$ cat src/mcd_pkg.sv
// Constants, encodings and types shared by the instruction decoder and its ALU.
// Assumes 14-bit instruction words and an 8-bit data path.
//
// Functional notes
// - Every file-register instruction reads its register first
// - Target bit 0 writes accumulator, 1 writes register
// - Register number field is seven bits, 0x00-0x7F
// - Decode add, AND, OR accumulator-with-register forms
// - Carry arithmetic ops update carry, nibble, zero
// - Logical, complement, inc, dec, move: zero only
// - Rotates touch carry; shifts touch carry and zero
// - Accumulator clear ignores its two low bits
// - Dec/inc skip write result, skip on zero
// - Bit clear/set use three-bit position, no flags
// - Bit tests skip on matching bit, no flags
// - Literal add/subtract update carry, nibble, zero
// - Literal AND/OR/XOR write accumulator, zero only
// - Literal loads for pc latch, bank, accumulator
// - Indirect forms carry pointer select and step style
// - Taken skip spends next cycle as no-operation
// - Instruction cycle spans four core clocks
package mcd_pkg;
  localparam int INSTR_W = 14;
  localparam int DATA_W  = 8;
  localparam int ADDR_W  = 7;

  // Instruction fields
  localparam int OPC_HI   = 13;
  localparam int OPC_LO   = 8;
  localparam int DEST_BIT = 7;
  localparam int BPOS_HI  = 9;
  localparam int BPOS_LO  = 7;
  localparam int FADR_HI  = 6;
  localparam int IND_DIR  = 3;
  localparam int IND_PTR  = 2;

  localparam logic [INSTR_W-1:0] NOP_WORD = 14'h0000;

  // Six-bit major opcodes
  localparam logic [5:0] OPC_MISC   = 6'h00;
  localparam logic [5:0] OPC_CLR    = 6'h01;
  localparam logic [5:0] OPC_SUBRA  = 6'h02;
  localparam logic [5:0] OPC_DECF   = 6'h03;
  localparam logic [5:0] OPC_IORWF  = 6'h04;
  localparam logic [5:0] OPC_ANDWF  = 6'h05;
  localparam logic [5:0] OPC_XORWF  = 6'h06;
  localparam logic [5:0] OPC_ADDAR  = 6'h07;
  localparam logic [5:0] OPC_MOVF   = 6'h08;
  localparam logic [5:0] OPC_COMF   = 6'h09;
  localparam logic [5:0] OPC_INCF   = 6'h0A;
  localparam logic [5:0] OPC_DECSK  = 6'h0B;
  localparam logic [5:0] OPC_RRF    = 6'h0C;
  localparam logic [5:0] OPC_RLF    = 6'h0D;
  localparam logic [5:0] OPC_SWAPF  = 6'h0E;
  localparam logic [5:0] OPC_INCSK  = 6'h0F;
  localparam logic [5:0] OPC_MOVLW  = 6'h30;
  localparam logic [5:0] OPC_LDPCL  = 6'h31;
  localparam logic [5:0] OPC_LSLF   = 6'h35;
  localparam logic [5:0] OPC_LSRF   = 6'h36;
  localparam logic [5:0] OPC_ASRF   = 6'h37;
  localparam logic [5:0] OPC_IORLW  = 6'h38;
  localparam logic [5:0] OPC_ANDLW  = 6'h39;
  localparam logic [5:0] OPC_XORLW  = 6'h3A;
  localparam logic [5:0] OPC_SUBBR  = 6'h3B;
  localparam logic [5:0] OPC_SUBLW  = 6'h3C;
  localparam logic [5:0] OPC_ADDCR  = 6'h3D;
  localparam logic [5:0] OPC_ADDLW  = 6'h3E;

  // Bit-oriented group: top two bits, then two-bit kind
  localparam logic [1:0] GRP_BIT  = 2'h1;
  localparam logic [1:0] BK_CLR   = 2'h0;
  localparam logic [1:0] BK_SET   = 2'h1;
  localparam logic [1:0] BK_TLOW  = 2'h2;
  localparam logic [1:0] BK_THIGH = 2'h3;

  // Sub-decodes of the 00 0000 group, bits 7:4 or 7:5
  localparam logic [2:0] MISC_BANK = 3'h1;
  localparam logic [3:0] MISC_IND  = 4'h1;

  typedef enum logic [1:0] {
    PH_Q1 = 2'b00,
    PH_Q2 = 2'b01,
    PH_Q3 = 2'b11,
    PH_Q4 = 2'b10
  } mcd_phase_t;

  typedef enum logic [4:0] {
    ALU_NONE, ALU_ADD, ALU_ADDC, ALU_SUB, ALU_SUBB, ALU_AND, ALU_IOR, ALU_XOR,
    ALU_COM, ALU_DEC, ALU_INC, ALU_MOV, ALU_MOVW, ALU_SWAP, ALU_RLF, ALU_RRF,
    ALU_ASR, ALU_LSL, ALU_LSR, ALU_CLR, ALU_BCLR, ALU_BSET
  } mcd_aluop_t;

  typedef enum logic [1:0] {
    SK_NONE, SK_ZERO, SK_BLOW, SK_BHIGH
  } mcd_skip_t;
endpackage : mcd_pkg

$ cat src/mcd_alu.sv
// Combinational 8-bit ALU for the instruction decoder.
// Assumes operands are stable for the whole execute phase.
`timescale 1ns/1ps
`default_nettype none
module mcd_alu
  import mcd_pkg::*;
(
  input  wire mcd_aluop_t        op,
  input  wire logic [DATA_W-1:0] a,
  input  wire logic [DATA_W-1:0] w,
  input  wire logic              cin,
  input  wire logic [2:0]        bsel,
  output logic [DATA_W-1:0]      res,
  output logic                   c,
  output logic                   dc,
  output logic                   z,
  output logic                   bit_val
);
  logic [DATA_W-1:0] y;
  logic              ci;
  logic [DATA_W:0]   sum;
  logic [4:0]        lo;
  logic [DATA_W-1:0] mask;

  always_comb begin
    // Subtraction is a + ~w + ci, so carry high means no borrow
    y    = (op == ALU_SUB || op == ALU_SUBB) ? ~w : w;
    ci   = (op == ALU_SUB) ? 1'b1 : (op == ALU_ADDC || op == ALU_SUBB) ? cin : 1'b0;
    sum  = {1'b0, a} + {1'b0, y} + {{DATA_W{1'b0}}, ci};
    lo   = {1'b0, a[3:0]} + {1'b0, y[3:0]} + {4'h0, ci};
    mask = 8'h01 << bsel;
    c    = cin;
    dc   = lo[4];
    unique case (op)
      ALU_ADD, ALU_ADDC, ALU_SUB, ALU_SUBB: begin
        res = sum[DATA_W-1:0];
        c   = sum[DATA_W];
      end
      ALU_AND:  res = a & w;
      ALU_IOR:  res = a | w;
      ALU_XOR:  res = a ^ w;
      ALU_COM:  res = ~a;
      ALU_DEC:  res = a - 8'h01;
      ALU_INC:  res = a + 8'h01;
      ALU_MOVW: res = w;
      ALU_SWAP: res = {a[3:0], a[7:4]};
      ALU_RLF: begin
        res = {a[6:0], cin};
        c   = a[7];
      end
      ALU_RRF: begin
        res = {cin, a[7:1]};
        c   = a[0];
      end
      ALU_ASR: begin
        res = {a[7], a[7:1]};
        c   = a[0];
      end
      ALU_LSL: begin
        res = {a[6:0], 1'b0};
        c   = a[7];
      end
      ALU_LSR: begin
        res = {1'b0, a[7:1]};
        c   = a[0];
      end
      ALU_CLR:  res = 8'h00;
      ALU_BCLR: res = a & ~mask;
      ALU_BSET: res = a | mask;
      default:  res = a;
    endcase
    z       = (res == 8'h00);
    bit_val = a[bsel];
  end
endmodule : mcd_alu
`default_nettype wire

$ cat src/mcd_decoder.sv
// Decode and execute stage: four-phase instruction cycle, file-register
// read-modify-write, accumulator, status flags and literal latches.
// Assumes a file register read returns data one clock after reg_rd_en.
`timescale 1ns/1ps
`default_nettype none
module mcd_decoder
  import mcd_pkg::*;
#(
  parameter int PCL_W  = 7,
  parameter int BANK_W = 5
)(
  input  wire logic               clk,
  input  wire logic               rstn,
  input  wire logic [INSTR_W-1:0] instr,
  input  wire logic               instr_valid,
  output logic                    instr_ready,
  output logic [ADDR_W-1:0]       reg_addr,
  output logic                    reg_rd_en,
  input  wire logic [DATA_W-1:0]  reg_rd_data,
  output logic                    reg_wr_en,
  output logic [DATA_W-1:0]       reg_wr_data,
  output logic [DATA_W-1:0]       accumulator,
  output logic                    carry,
  output logic                    nibble_overflow_bit,
  output logic                    zero,
  output logic [PCL_W-1:0]        upper_pc_latch,
  output logic [BANK_W-1:0]       memory_bank_select,
  output logic                    skip_taken,
  output logic                    indir_strobe,
  output logic                    indir_write,
  output logic                    indir_ptr,
  output logic [1:0]              ptr_step_style,
  output logic                    undefined_op
);
  if (PCL_W < 1 || PCL_W > DEST_BIT || BANK_W < 1 || BANK_W > 5) begin : g_bad
    $error("mcd_decoder: latch widths out of range");
  end

  mcd_phase_t        phase, next_phase;
  logic [INSTR_W-1:0] ir, next_ir;
  logic [ADDR_W-1:0] next_reg_addr;
  logic              skip_pend, next_skip_pend;

  // Decoded controls of the held instruction
  mcd_aluop_t dop;
  mcd_skip_t  dskip;
  logic       use_lit, names_file, wr_w, wr_f, upd_c, upd_dc, upd_z;
  logic       ld_pcl, ld_bank, is_ind, undef;
  logic [5:0] opc;

  assign opc = ir[OPC_HI:OPC_LO];

  // A file-register op with a target select bit
  function automatic logic has_dest(input logic [5:0] o);
    has_dest = (o >= OPC_SUBRA && o <= OPC_INCSK) || o == OPC_LSLF ||
               o == OPC_LSRF || o == OPC_ASRF || o == OPC_SUBBR || o == OPC_ADDCR;
  endfunction : has_dest

  always_comb begin
    dop = ALU_NONE; dskip = SK_NONE; use_lit = 1'b0; names_file = 1'b0;
    wr_w = 1'b0; wr_f = 1'b0; upd_c = 1'b0; upd_dc = 1'b0; upd_z = 1'b0;
    ld_pcl = 1'b0; ld_bank = 1'b0; is_ind = 1'b0; undef = 1'b0;
    if (has_dest(opc)) begin
      names_file = 1'b1;
      wr_w = ~ir[DEST_BIT];
      wr_f = ir[DEST_BIT];
      upd_z = 1'b1;
      unique case (opc)
        OPC_ADDAR:  begin dop = ALU_ADD;  upd_c = 1'b1; upd_dc = 1'b1; end
        OPC_ADDCR:  begin dop = ALU_ADDC; upd_c = 1'b1; upd_dc = 1'b1; end
        OPC_SUBRA:  begin dop = ALU_SUB;  upd_c = 1'b1; upd_dc = 1'b1; end
        OPC_SUBBR:  begin dop = ALU_SUBB; upd_c = 1'b1; upd_dc = 1'b1; end
        OPC_ANDWF:  dop = ALU_AND;
        OPC_IORWF:  dop = ALU_IOR;
        OPC_XORWF:  dop = ALU_XOR;
        OPC_COMF:   dop = ALU_COM;
        OPC_DECF:   dop = ALU_DEC;
        OPC_INCF:   dop = ALU_INC;
        OPC_MOVF:   dop = ALU_MOV;
        OPC_RLF:    begin dop = ALU_RLF; upd_c = 1'b1; upd_z = 1'b0; end
        OPC_RRF:    begin dop = ALU_RRF; upd_c = 1'b1; upd_z = 1'b0; end
        OPC_ASRF:   begin dop = ALU_ASR; upd_c = 1'b1; end
        OPC_LSLF:   begin dop = ALU_LSL; upd_c = 1'b1; end
        OPC_LSRF:   begin dop = ALU_LSR; upd_c = 1'b1; end
        OPC_SWAPF:  begin dop = ALU_SWAP; upd_z = 1'b0; end
        OPC_DECSK:  begin dop = ALU_DEC; upd_z = 1'b0; dskip = SK_ZERO; end
        OPC_INCSK:  begin dop = ALU_INC; upd_z = 1'b0; dskip = SK_ZERO; end
        default:    undef = 1'b1;
      endcase
    end else if (ir[OPC_HI -: 2] == GRP_BIT) begin
      names_file = 1'b1;
      unique case (ir[OPC_HI-2 -: 2])
        BK_CLR:   begin dop = ALU_BCLR; wr_f = 1'b1; end
        BK_SET:   begin dop = ALU_BSET; wr_f = 1'b1; end
        BK_TLOW:  dskip = SK_BLOW;
        BK_THIGH: dskip = SK_BHIGH;
      endcase
    end else if (opc == OPC_CLR) begin
      if (ir[DEST_BIT]) begin
        names_file = 1'b1;
        dop = ALU_CLR; wr_f = 1'b1; upd_z = 1'b1;
      end else if (ir[DEST_BIT-1:2] == '0) begin
        dop = ALU_CLR; wr_w = 1'b1; upd_z = 1'b1;
      end else begin
        undef = 1'b1;
      end
    end else if (opc == OPC_MISC) begin
      if (ir[DEST_BIT]) begin
        names_file = 1'b1;
        dop = ALU_MOVW; wr_f = 1'b1;
      end else if (ir[DEST_BIT -: 3] == MISC_BANK) begin
        ld_bank = 1'b1;
      end else if (ir[DEST_BIT -: 4] == MISC_IND) begin
        is_ind = 1'b1;
      end
      // Remaining encodings are control or inherent ops handled elsewhere
    end else begin
      use_lit = 1'b1;
      wr_w = 1'b1;
      unique case (opc)
        OPC_ADDLW: begin dop = ALU_ADD; upd_c = 1'b1; upd_dc = 1'b1; upd_z = 1'b1; end
        OPC_SUBLW: begin dop = ALU_SUB; upd_c = 1'b1; upd_dc = 1'b1; upd_z = 1'b1; end
        OPC_ANDLW: begin dop = ALU_AND; upd_z = 1'b1; end
        OPC_IORLW: begin dop = ALU_IOR; upd_z = 1'b1; end
        OPC_XORLW: begin dop = ALU_XOR; upd_z = 1'b1; end
        OPC_MOVLW: dop = ALU_MOV;
        OPC_LDPCL: begin
          wr_w = 1'b0;
          ld_pcl = ir[DEST_BIT];
          undef = ~ir[DEST_BIT];
        end
        default: begin
          wr_w = 1'b0;
          undef = 1'b1;
        end
      endcase
    end
  end

  // Sequencing: one instruction per four clocks
  always_comb begin
    next_phase     = phase;
    next_ir        = ir;
    next_reg_addr  = reg_addr;
    next_skip_pend = skip_pend;
    unique case (phase)
      PH_Q1: begin
        next_phase = PH_Q2;
        // The word after a taken skip is consumed and run as a no-operation
        next_ir = (instr_valid && !skip_pend) ? instr : NOP_WORD;
        // Address follows the word really held, so a dropped word names nothing
        next_reg_addr = next_ir[FADR_HI:0];
        next_skip_pend = 1'b0;
      end
      PH_Q2: next_phase = PH_Q3;
      PH_Q3: next_phase = PH_Q4;
      PH_Q4: begin
        next_phase = PH_Q1;
        next_skip_pend = skip_taken;
      end
    endcase
  end

  always_ff @(posedge clk or negedge rstn) begin
    if (!rstn) begin
      phase     <= PH_Q1;
      ir        <= NOP_WORD;
      reg_addr  <= '0;
      skip_pend <= 1'b0;
    end else begin
      phase     <= next_phase;
      ir        <= next_ir;
      reg_addr  <= next_reg_addr;
      skip_pend <= next_skip_pend;
    end
  end

  assign instr_ready = (phase == PH_Q1);
  assign reg_rd_en   = (phase == PH_Q2) && names_file;
  assign reg_wr_en   = (phase == PH_Q4) && wr_f;
  assign indir_strobe = (phase == PH_Q4) && is_ind;
  assign indir_write  = ir[IND_DIR];
  assign indir_ptr    = ir[IND_PTR];
  assign ptr_step_style = ir[1:0];
  assign undefined_op = (phase == PH_Q4) && undef;

  // Datapath: ALU in the third phase, commit in the fourth
  logic [DATA_W-1:0] alu_res, res, next_res, next_acc;
  logic              alu_c, alu_dc, alu_z, alu_bit;
  logic              res_c, res_dc, res_z, res_bit;
  logic              next_res_c, next_res_dc, next_res_z, next_res_bit;
  logic              next_c, next_dc, next_z;
  logic [PCL_W-1:0]  next_pcl;
  logic [BANK_W-1:0] next_bank;

  mcd_alu u_alu (
    .op      (dop),
    .a       (use_lit ? ir[DATA_W-1:0] : reg_rd_data),
    .w       (accumulator),
    .cin     (carry),
    .bsel    (ir[BPOS_HI:BPOS_LO]),
    .res     (alu_res),
    .c       (alu_c),
    .dc      (alu_dc),
    .z       (alu_z),
    .bit_val (alu_bit)
  );

  always_comb begin
    next_res = res; next_res_c = res_c; next_res_dc = res_dc;
    next_res_z = res_z; next_res_bit = res_bit;
    next_acc = accumulator; next_c = carry; next_dc = nibble_overflow_bit;
    next_z = zero; next_pcl = upper_pc_latch; next_bank = memory_bank_select;
    if (phase == PH_Q3) begin
      next_res = alu_res; next_res_c = alu_c; next_res_dc = alu_dc;
      next_res_z = alu_z; next_res_bit = alu_bit;
    end
    if (phase == PH_Q4) begin
      if (wr_w) next_acc = res;
      if (upd_c) next_c = res_c;
      if (upd_dc) next_dc = res_dc;
      if (upd_z) next_z = res_z;
      if (ld_pcl) next_pcl = ir[PCL_W-1:0];
      if (ld_bank) next_bank = ir[BANK_W-1:0];
    end
  end

  always_ff @(posedge clk or negedge rstn) begin
    if (!rstn) begin
      res <= '0; res_c <= 1'b0; res_dc <= 1'b0; res_z <= 1'b0; res_bit <= 1'b0;
      accumulator <= '0; carry <= 1'b0; nibble_overflow_bit <= 1'b0; zero <= 1'b0;
      upper_pc_latch <= '0; memory_bank_select <= '0;
    end else begin
      res <= next_res; res_c <= next_res_c; res_dc <= next_res_dc;
      res_z <= next_res_z; res_bit <= next_res_bit;
      accumulator <= next_acc; carry <= next_c; nibble_overflow_bit <= next_dc;
      zero <= next_z; upper_pc_latch <= next_pcl; memory_bank_select <= next_bank;
    end
  end

  assign reg_wr_data = res;
  always_comb begin
    unique case (dskip)
      SK_ZERO:  skip_taken = (phase == PH_Q4) && res_z;
      SK_BLOW:  skip_taken = (phase == PH_Q4) && !res_bit;
      SK_BHIGH: skip_taken = (phase == PH_Q4) && res_bit;
      default:  skip_taken = 1'b0;
    endcase
  end
endmodule : mcd_decoder
`default_nettype wire

$ cat config.mk
export PLATFORM = sky130hd
export DESIGN_NAME = mcd_decoder
export DESIGN_NICKNAME = d
export VERILOG_FILES = /design/src/mcd_pkg.sv /design/src/mcd_alu.sv /design/src/mcd_decoder.sv
export SDC_FILE = /design/constraint.sdc
export NUM_CORES = 1
export LEC_CHECK = 0
export ABC_AREA = 1
export BUFFER_PORTS_ARGS = -buffer_cell sky130_fd_sc_hd__buf_2
export CORE_MARGIN = 5
export CORE_UTILIZATION = 59
export CTS_CLUSTER_DIAMETER = 120
export DETAILED_ROUTE_END_ITERATION = 16
export PLACE_DENSITY = 0.82
export SYNTH_ARGS = -nofsm -noshare
export SYNTH_HDL_FRONTEND = slang
export SYNTH_HIERARCHICAL = 1
export SYNTH_SLANG_ARGS = --single-unit
$ cat constraint.sdc
create_clock -name clk -period 5.5 [get_ports clk]
set_input_delay 0 -clock clk [delete_from_list [all_inputs] [get_ports clk]]
set_output_delay 0 -clock clk [all_outputs]
set_load 0.05 [all_outputs]
==> summary.txt, run 1 <==
Run status
  • Status: finished clean

Clock network
  • H-Tree Level Count: 2
  • Num CTS Buffers: 5
  • Setup Fix Bufs, Post-CTS: 0
  • CTS-repair resized insts: 0
  • Root Driver: clkbuf_8
  • TritonCTS clock tree: built
  • Hold_buf cts: 15
  • CTS clock-pin slew for the worst setup and hold paths: between 100 and 150 ps
  • Clock Sink Count: 52
  • Worst skew pair latency: 310 ps
  • Clock buffer depth: 2

Power and ir drop
  • Power Density: 377 mW/mm^2
  • Max VDD drop: around 0.44 mV
  • Pwr Total: between 2 and 2.5 mW
  • Leakage: 3.07 nW

Timing
  • Final hold violation count: 0
  • Fin crit period: between 4000 and 5000 ps
  • Max Transition Viols Final: 0
  • Setup TNS: 0 ps
  • Clock Skews: 8.27 ps
  • Final period util: 87.9%
  • Slew @ Worst Pin: between 1000 and 1500 ps
  • Final setup vio count: 0
  • RSZ-0062 raised after global routing: false
  • Fmax: between 200 and 250 MHz
  • Slew headroom: approximately 27%

Worst setup path
  • Startpoint types: flop
  • WP data required: 5730 ps
  • Critical-path maximum fanout: 14
  • Setup Crit Path Kind: reg -> reg
  • CP endpoint kind: flop
  • WP data arrival: 5060 ps

Global routing
  • Global route overflow: 0
  • Met1 usage: around 47%
  • Vias in the first global route: between 5,000 and 6,000
  • Met3 GRT Util: under 10%
  • Global Route met2 Usage: about half
  • Total GRT Usage: between 30% and 40%
  • Initial antenna violation count: 0
  • First-pass GRT wire length: 28,000 um
  • Most Crowded Layer GR: met2
  • Largest net degree at the start of global routing: 53

Floorplan
  • Initial core utilization: about three fifths
  • Die Span X: about 100 um
  • Floorplan Core Area: between 0.008 and 0.009 sq mm
  • Die area: 0.0106 sq mm
  • Boundary pin count: 73
  • Die Y-Extent: around 100 um
  • Cell Rows: 33

Drt
  • Number of DRC markers in iteration 0: 760
  • DR DRC count: 0
  • Vias/cell: a little over 6
  • Via count: slightly below 6,000
  • DRT antenna net count: 0
  • Routed WL: between 15,000 and 20,000 um
  • First-pass iteration count of the detailed router: 6
  • DR WL/cell: approximately 18 um

Yosys
  • Ys flop type: dfrtp_1
  • Mux contribution to synthesized area: between 2 and 2.5%
  • Post-synthesis compound-gate area fraction: a little over a tenth
  • Syn_nets: about 840
  • Post-Synthesis Cell Area: 0.00508 sq mm
  • Post-synth EDFFs: 0
  • #FFs+latches synth: 52
  • Post-Synth Simple-Gate Area: a little over two fifths
  • Synth warn: 6
  • Netlist cell types: 38
  • Mean Syn Cell Area: around 6.4 sq um
  • Register area share after synthesis: ~26%
  • Synth Area in XOR/XNOR: between 2 and 3%
  • Asr flop ratio synth: 100%
  • Largest family of logic cells by synthesized area: simple AND/OR/NAND/NOR gates
  • Post-Synth Adder-Cell Area: around 4.4%
  • Gate Count Post-Synth: roughly 800

Min path
  • Worst min path class: in -> async

Placed design
  • Routability congestion estimate from global placement: about 1.1
  • Buffers added on ports: roughly 70
  • Post-detail-place hpwl: roughly 13,000 um

Cells and area
  • Final Net Count: 908
  • N_diodes: 0
  • Share of layout cells above drive strength 1: 17.4%
  • Fillers: slightly above 700
  • Area growth, synth to finish: 11.7%

Flow run
  • Number of max-cap violations: 0
[layer usage]
layer  part of all wire [%]  vias to the layer above
met3                     13                       74
met5                      0                        -
met1                     39                     2650
met4                    3.5                        0
met2                     44                      446
li1                       -                     2731
[flip-flops by register name, indices dropped and copies added (netlist names)]
name	count
upper_pc_latch	7
res_c	1
zero	1
res_bit	1
phase	2
res_z	1
carry	1
res_dc	1
reg_wr_data	8
skip_pend	1
reg_addr	6
accumulator	8
memory_bank_select	5
ir	8
nibble_overflow_bit	1
[cell type report]
type	instances	area [sq um]	share of cell area [%]
clock buffer	5	68.8	1.21
sequential	52	1300	22.9
timing repair buffer	89	526	9.26
clock inverter	3	26.3	0.463
tap	105	131	2.32
inverter	106	398	7.01
multi-input combinational	613	3220	56.8
[worst paths after layout]
kind	slack [ps]	from	depth (start not counted)	end
max	670	ir[13]$_DFFE_PN0P_	27	res_z$_DFFE_PN0P_
min	360	rstn	3	memory_bank_select[2]$_DFFE_PN0P_
max reg2reg	670	ir[13]$_DFFE_PN0P_	27	res_z$_DFFE_PN0P_
min reg2reg	460	phase[0]$_DFF_PN0_	0	phase[1]$_DFF_PN0_
max in group asynchronous	4680	rstn	3	accumulator[6]$_DFFE_PN0P_
min in group clk	370	instr_valid	3	reg_addr[5]$_DFFE_PN0P_
[cells by family (layout without fill, tap and decap cells)]
| group | Yosys count | in the layout |
|---|---|---|
| compound gates | 97 | 97 |
| fa+ha+maj | 16 | 16 |
| mux | 10 | 10 |
| simple gates | 473 | 473 |
| xor+xnor | 17 | 17 |
| buf+inv | 130 | 203 |
| flops | 52 | 52 |
[worst max-delay path, cell delays in order (launching register included)]
cell and delay, ps:
dfrtp_1 430, nor2_1 400, nand2_1 170, nor2_2 200, nand3_1 130, o31ai_1 120, nand4_1 370, nor2_1 200
buf_4 210, nand3_1 130, nand2_4 190, xor2_1 110, fa_1 450, inv_1 80, fa_1 210, inv_1 70
nand3_1 60, nand2_1 90, or2_2 290, nand3_1 80, nand2_1 60, nor2_1 110, nand2_1 90, nor2_1 110
nand3_1 80, nor2_1 90, nor2_1 50, a21oi_1 150
[metrics by stage]
stage | hold WS [ps] | utilization [%] | setup WS, ps | instance area, sq um | instances
floorplan | -296 | - | 1550 | 5080 | 795
global placement | 137 | 65.4 | 1100 | 5430 | 950
detailed placement | 154 | 65.4 | 830 | 5430 | 950
CTS | 338 | 68.4 | 773 | 5670 | 973
global route | 363 | 68.4 | 383 | 5670 | 973
finish | 359 | 68.4 | 667 | 5670 | 973
[synthesized netlist by cell type (11+ instances only)]
cell type,number,area share [%]
inv_1,97,7.2
nand2_1,216,16
o22ai_1,21,2.6
nand3_1,88,8.7
nor2_1,90,6.7
nand4_1,23,2.8
ha_1,13,3.2
o21ai_0,36,3.5
buf_4,13,1.9
xor2_1,15,2.6
a21oi_1,18,1.8
nand2_2,11,1.4
dfrtp_1,52,26
nor3_1,13,1.3
[cell usage in the layout, fill, tap and decap left out, types with 3 or more instances in the layout]
cell and instances:
a21oi_1 18, nor2_1 90, clkbuf_8 5, inv_2 9, nor2_2 10, buf_2 72, mux2_2 10, nand2_4 6
nand2_2 11, o21ai_2 9, fa_1 3, nand4_1 23, o21ai_0 36, nand2_1 216, nand3_1 88, dfrtp_1 52
dlygate4sd3_1 15, o22ai_1 21, ha_1 13, o21ai_1 8, nor3_1 13, nor2_4 5, xor2_1 15, inv_1 97
[power by group]
group          internal (mW)  leakage [nW]  switching, mW
logic                  0.379          2.35          0.930
registers              0.462         0.676          0.132
clock network         0.0931        0.0423          0.146
total                  0.934          3.07           1.21
No activity file was read; power rests on OpenSTA's default activity.
==> run 2, diff against run 1 <==
SYNTH_HIERARCHICAL = unset   (was 1)
==> summary.txt, run 2 <==
Run status
  • Status: finished clean

Floorplan
  • Die area: 0.0105 sq mm (-0.56%)
  • Boundary pin count: 73 (unchanged)
  • Cell Rows: 33 (unchanged)
  • Floorplan Core Area: 0.00826 sq mm (-0.50%)
  • Die Y-Extent: 102 um (-0.28%)
  • Die Span X: 102 um (-0.28%)
  • Initial core utilization: 61.1% (-0.073 points)

Clock network
  • H-Tree Level Count: 2 (unchanged)
  • Root Driver: clkbuf_8
  • Hold_buf cts: 15 (unchanged)
  • CTS clock-pin slew for the worst setup and hold paths: 110 ps (about the same)
  • Num CTS Buffers: 5 (unchanged)
  • TritonCTS clock tree: built
  • Clock Sink Count: 52 (unchanged)
  • Setup Fix Bufs, Post-CTS: 0 (unchanged)
  • CTS-repair resized insts: 0 (unchanged)
  • Clock buffer depth: 2 (unchanged)
  • Worst skew pair latency: 320 ps (about the same)

Yosys
  • Mean Syn Cell Area: 6.43 sq um (+0.65%)
  • Netlist cell types: 48 (+26%)
  • Post-synth EDFFs: 0 (unchanged)
  • Syn_nets: 826 (-1.2%)
  • Most instantiated cells after synthesis: nand2_1, inv_1, nor2_1
  • Most common cell in the netlist: nand2_1
  • Synth warn: 0 (-6)
  • Post-Synthesis Cell Area: 0.00505 sq mm (-0.62%)
  • Synth area leader: dfrtp_1
  • Synth top area cells: dfrtp_1, nand2_1, inv_1
  • Asr flop ratio synth: 100% (unchanged)
  • Top cell type's share of synthesized area: 25.8% (+0.16 points)
  • #FFs+latches synth: 52 (unchanged)
  • Gate Count Post-Synth: 785 (-1.3%)
  • Ys flop type: dfrtp_1
  • Register area share after synthesis: 25.8% (+0.16 points)

Cells and area
  • Share of layout cells above drive strength 1: 18.2% (+0.76 points)
  • Fillers: 727 (+0.14%)
  • Multi-input gate area: 0.00319 sq mm (-1.1%)
  • Final Net Count: 899 (-0.99%)
  • N_diodes: 0 (unchanged)
  • Sequential Area: 0.00130 sq mm (unchanged)
  • Final Instance Area: 0.00565 sq mm (-0.51%)
  • Commonest non-fill, non-tap cell in the layout: nand2_1
  • Most frequent cells in the layout: nand2_1, inv_1, nor2_1
  • Area growth, synth to finish: 11.8%

Drt
  • Routed WL: 18,200 um (+4.3%)
  • DR WL/cell: 18.9 um (+5.3%)
  • First-pass iteration count of the detailed router: 6 (unchanged)
  • Via count: 5,876 (-0.42%)
  • DRT antenna net count: 0 (unchanged)
  • Number of DRC markers in iteration 0: 690 (-9.2%)
  • Vias/cell: 6.10 (+0.51%)
  • DR DRC count: 0 (unchanged)

Power and ir drop
  • Leakage: 3.06 nW (-0.44%)
  • Clk pwr share: 11.7% (+0.5 points)
  • Power Density: 365 mW/mm^2 (-3.2%)
  • Switch share: 55.3% (-1.1 points)
  • Switch Pwr: 1.14 mW (-5.5%)
  • Sequential Power Share: 28.0% (+0.3 points)
  • Pwr Total: 2.06 mW (-3.7%)
  • P_int: 921 uW (-1.3%)
  • Max VDD drop: 0.654 mV (+49%)
  • Combinational share of power: 60.3% (-0.8 points)

Timing
  • Setup TNS: 0 ps (unchanged)
  • Final hold violation count: 0 (unchanged)
  • Fmax: 215 MHz (+4.1%)
  • Final hold slack: 261 ps (-97.4 ps)
  • Final setup vio count: 0 (unchanged)
  • Max Transition Viols Final: 0 (unchanged)
  • Clock Skews: 12.9 ps (+4.64 ps)
  • Final period util: 84.4% (-3.5 points)
  • Fin crit period: 4640 ps (-192 ps)
  • RSZ-0062 raised after global routing: false
  • Slew @ Worst Pin: 1120 ps (+29.2 ps)
  • Slew headroom: 25.2% (-1.7 points)

Worst setup path
  • WP data arrival: 4900 ps (-160 ps)
  • FF-to-FF Start: ir[9]$_DFFE_PN0P_
  • Startpoint types: flop
  • Critical-path maximum fanout: 10 (-4)
  • Setup Crit Path Kind: reg -> reg
  • WP data required: 5750 ps (+20 ps)
  • CP endpoint kind: flop
  • Critical Path Start: ir[9]$_DFFE_PN0P_

Min path
  • Hold_sp: reg_rd_data[1]
  • Worst min path class: in -> reg

Global routing
  • First-pass GRT wire length: 29,000 um (+3.8%)
  • Vias in the first global route: 5,557 (-0.41%)
  • Global route overflow: 0 (unchanged)
  • Initial antenna violation count: 0 (unchanged)
  • Largest net degree at the start of global routing: 53 (unchanged)
  • Total GRT Usage: 35.9% (+2.1 points)

Placed design
  • Area post-placement: 0.00540 sq mm (-0.58%)
  • Routability congestion estimate from global placement: 1.09 (+0.53%)
  • Buffers added on ports: 72 (unchanged)
  • Post-detail-place hpwl: 14,200 um (+5.3%)

Flow run
  • Number of max-cap violations: 0 (unchanged)
[run 2: cell types whose count changed in the layout (fill, tap and decap cells not counted), moves of 6 or more]
cell | before | now
a21oi_1 | 18 | 33
mux2_2 | 10 | 0
nand2_2 | 11 | 20
nand3_1 | 88 | 67
nand4_1 | 23 | 13
o21ai_1 | 8 | 1
o21ai_2 | 9 | 3
[run 2: worst max-delay path, stage by stage (launching register included)]
cell and delay [ps]:
dfrtp_1 600, inv_2 190, nor2_4 200, nand3_2 230, nand3_1 220, nor2_4 90, nand2_4 130, nand2_1 70
nor3_1 340, a31oi_4 160, xor2_1 220, fa_1 460, fa_1 410, inv_1 70, nand3_1 60, nand2_1 130
a21oi_1 80, o21bai_1 150, nand2_1 100, nand3_1 90, o211ai_1 80, nor2_1 110, nand2_1 70, inv_1 60
nand2_1 60, nor2_1 80, nand2_1 60, nand2_1 50
[run 2: worst paths after layout]
check | endpoint | slack (ps) | cells after the start
worst max-delay path | res_z$_DFFE_PN0P_ | 860 | 27
worst min-delay path | reg_wr_data[1]$_DFFE_PN0P_ | 260 | 5
worst max register to register | res_z$_DFFE_PN0P_ | 860 | 27
worst min register to register | phase[1]$_DFF_PN0_ | 490 | 0
max in group asynchronous | res_z$_DFFE_PN0P_ | 4370 | 2
min in group asynchronous | upper_pc_latch[3]$_DFFE_PN0P_ | 430 | 2
[run 2: power groups by stage]
| stage | registers [mW] | clock network (mW) | logic, mW |
|---|---|---|---|
| 6_report | 0.578 | 0.241 | 1.24 |
| 5_1_grt | 0.588 | 0.261 | 1.35 |
| 4_1_cts | 0.570 | 0.244 | 1.22 |
| 3_5_place_dp | 0.577 | 0 | 1.20 |
| 3_3_place_gp | 0.573 | 0 | 1.19 |
| 2_1_floorplan | 0.796 | 0 | 0.676 |
[run 2: per-layer routing]
| layer | part of all wire, % | wire length (um) | GRT usage, % |
|---|---|---|---|
| met1 | 38 | 6910 | 48.1 |
| met2 | 43 | 7890 | 53.1 |
| met3 | 14 | 2490 | 10.2 |
| met4 | 5.1 | 925 | 17.8 |
| met5 | 0 | 0 | 0 |
[run 2: layout make-up]
cell class | count | area share [%]
multi-input combinational | 603 | 56.5
sequential | 52 | 23.0
timing repair buffer | 88 | 9.18
inverter | 108 | 7.25
tap | 105 | 2.33
clock buffer | 5 | 1.22
clock inverter | 3 | 0.510
[run 2: kinds of logic (layout without fill, tap and decap cells)]
family	count (synthesis)	after routing	synth area share, %
buffers and inverters	130	204	11.1
adders and majority gates	16	16	4.41
DFF	52	52	25.8
AOI/OAI and AO/OA	118	118	14.5
and+or+nand+nor	456	456	42.0
xor gates and xnor gates	13	13	2.26
[run 2: metrics by stage]
step / worst slack (ps) / utilization [%] / std cells
2_1_floorplan: 1550 / - / 785
3_3_place_gp: 1120 / 65.4 / 941
3_5_place_dp: 997 / 65.4 / 941
4_1_cts: 941 / 68.4 / 964
5_1_grt: 479 / 68.4 / 964
6_report: 858 / 68.4 / 964
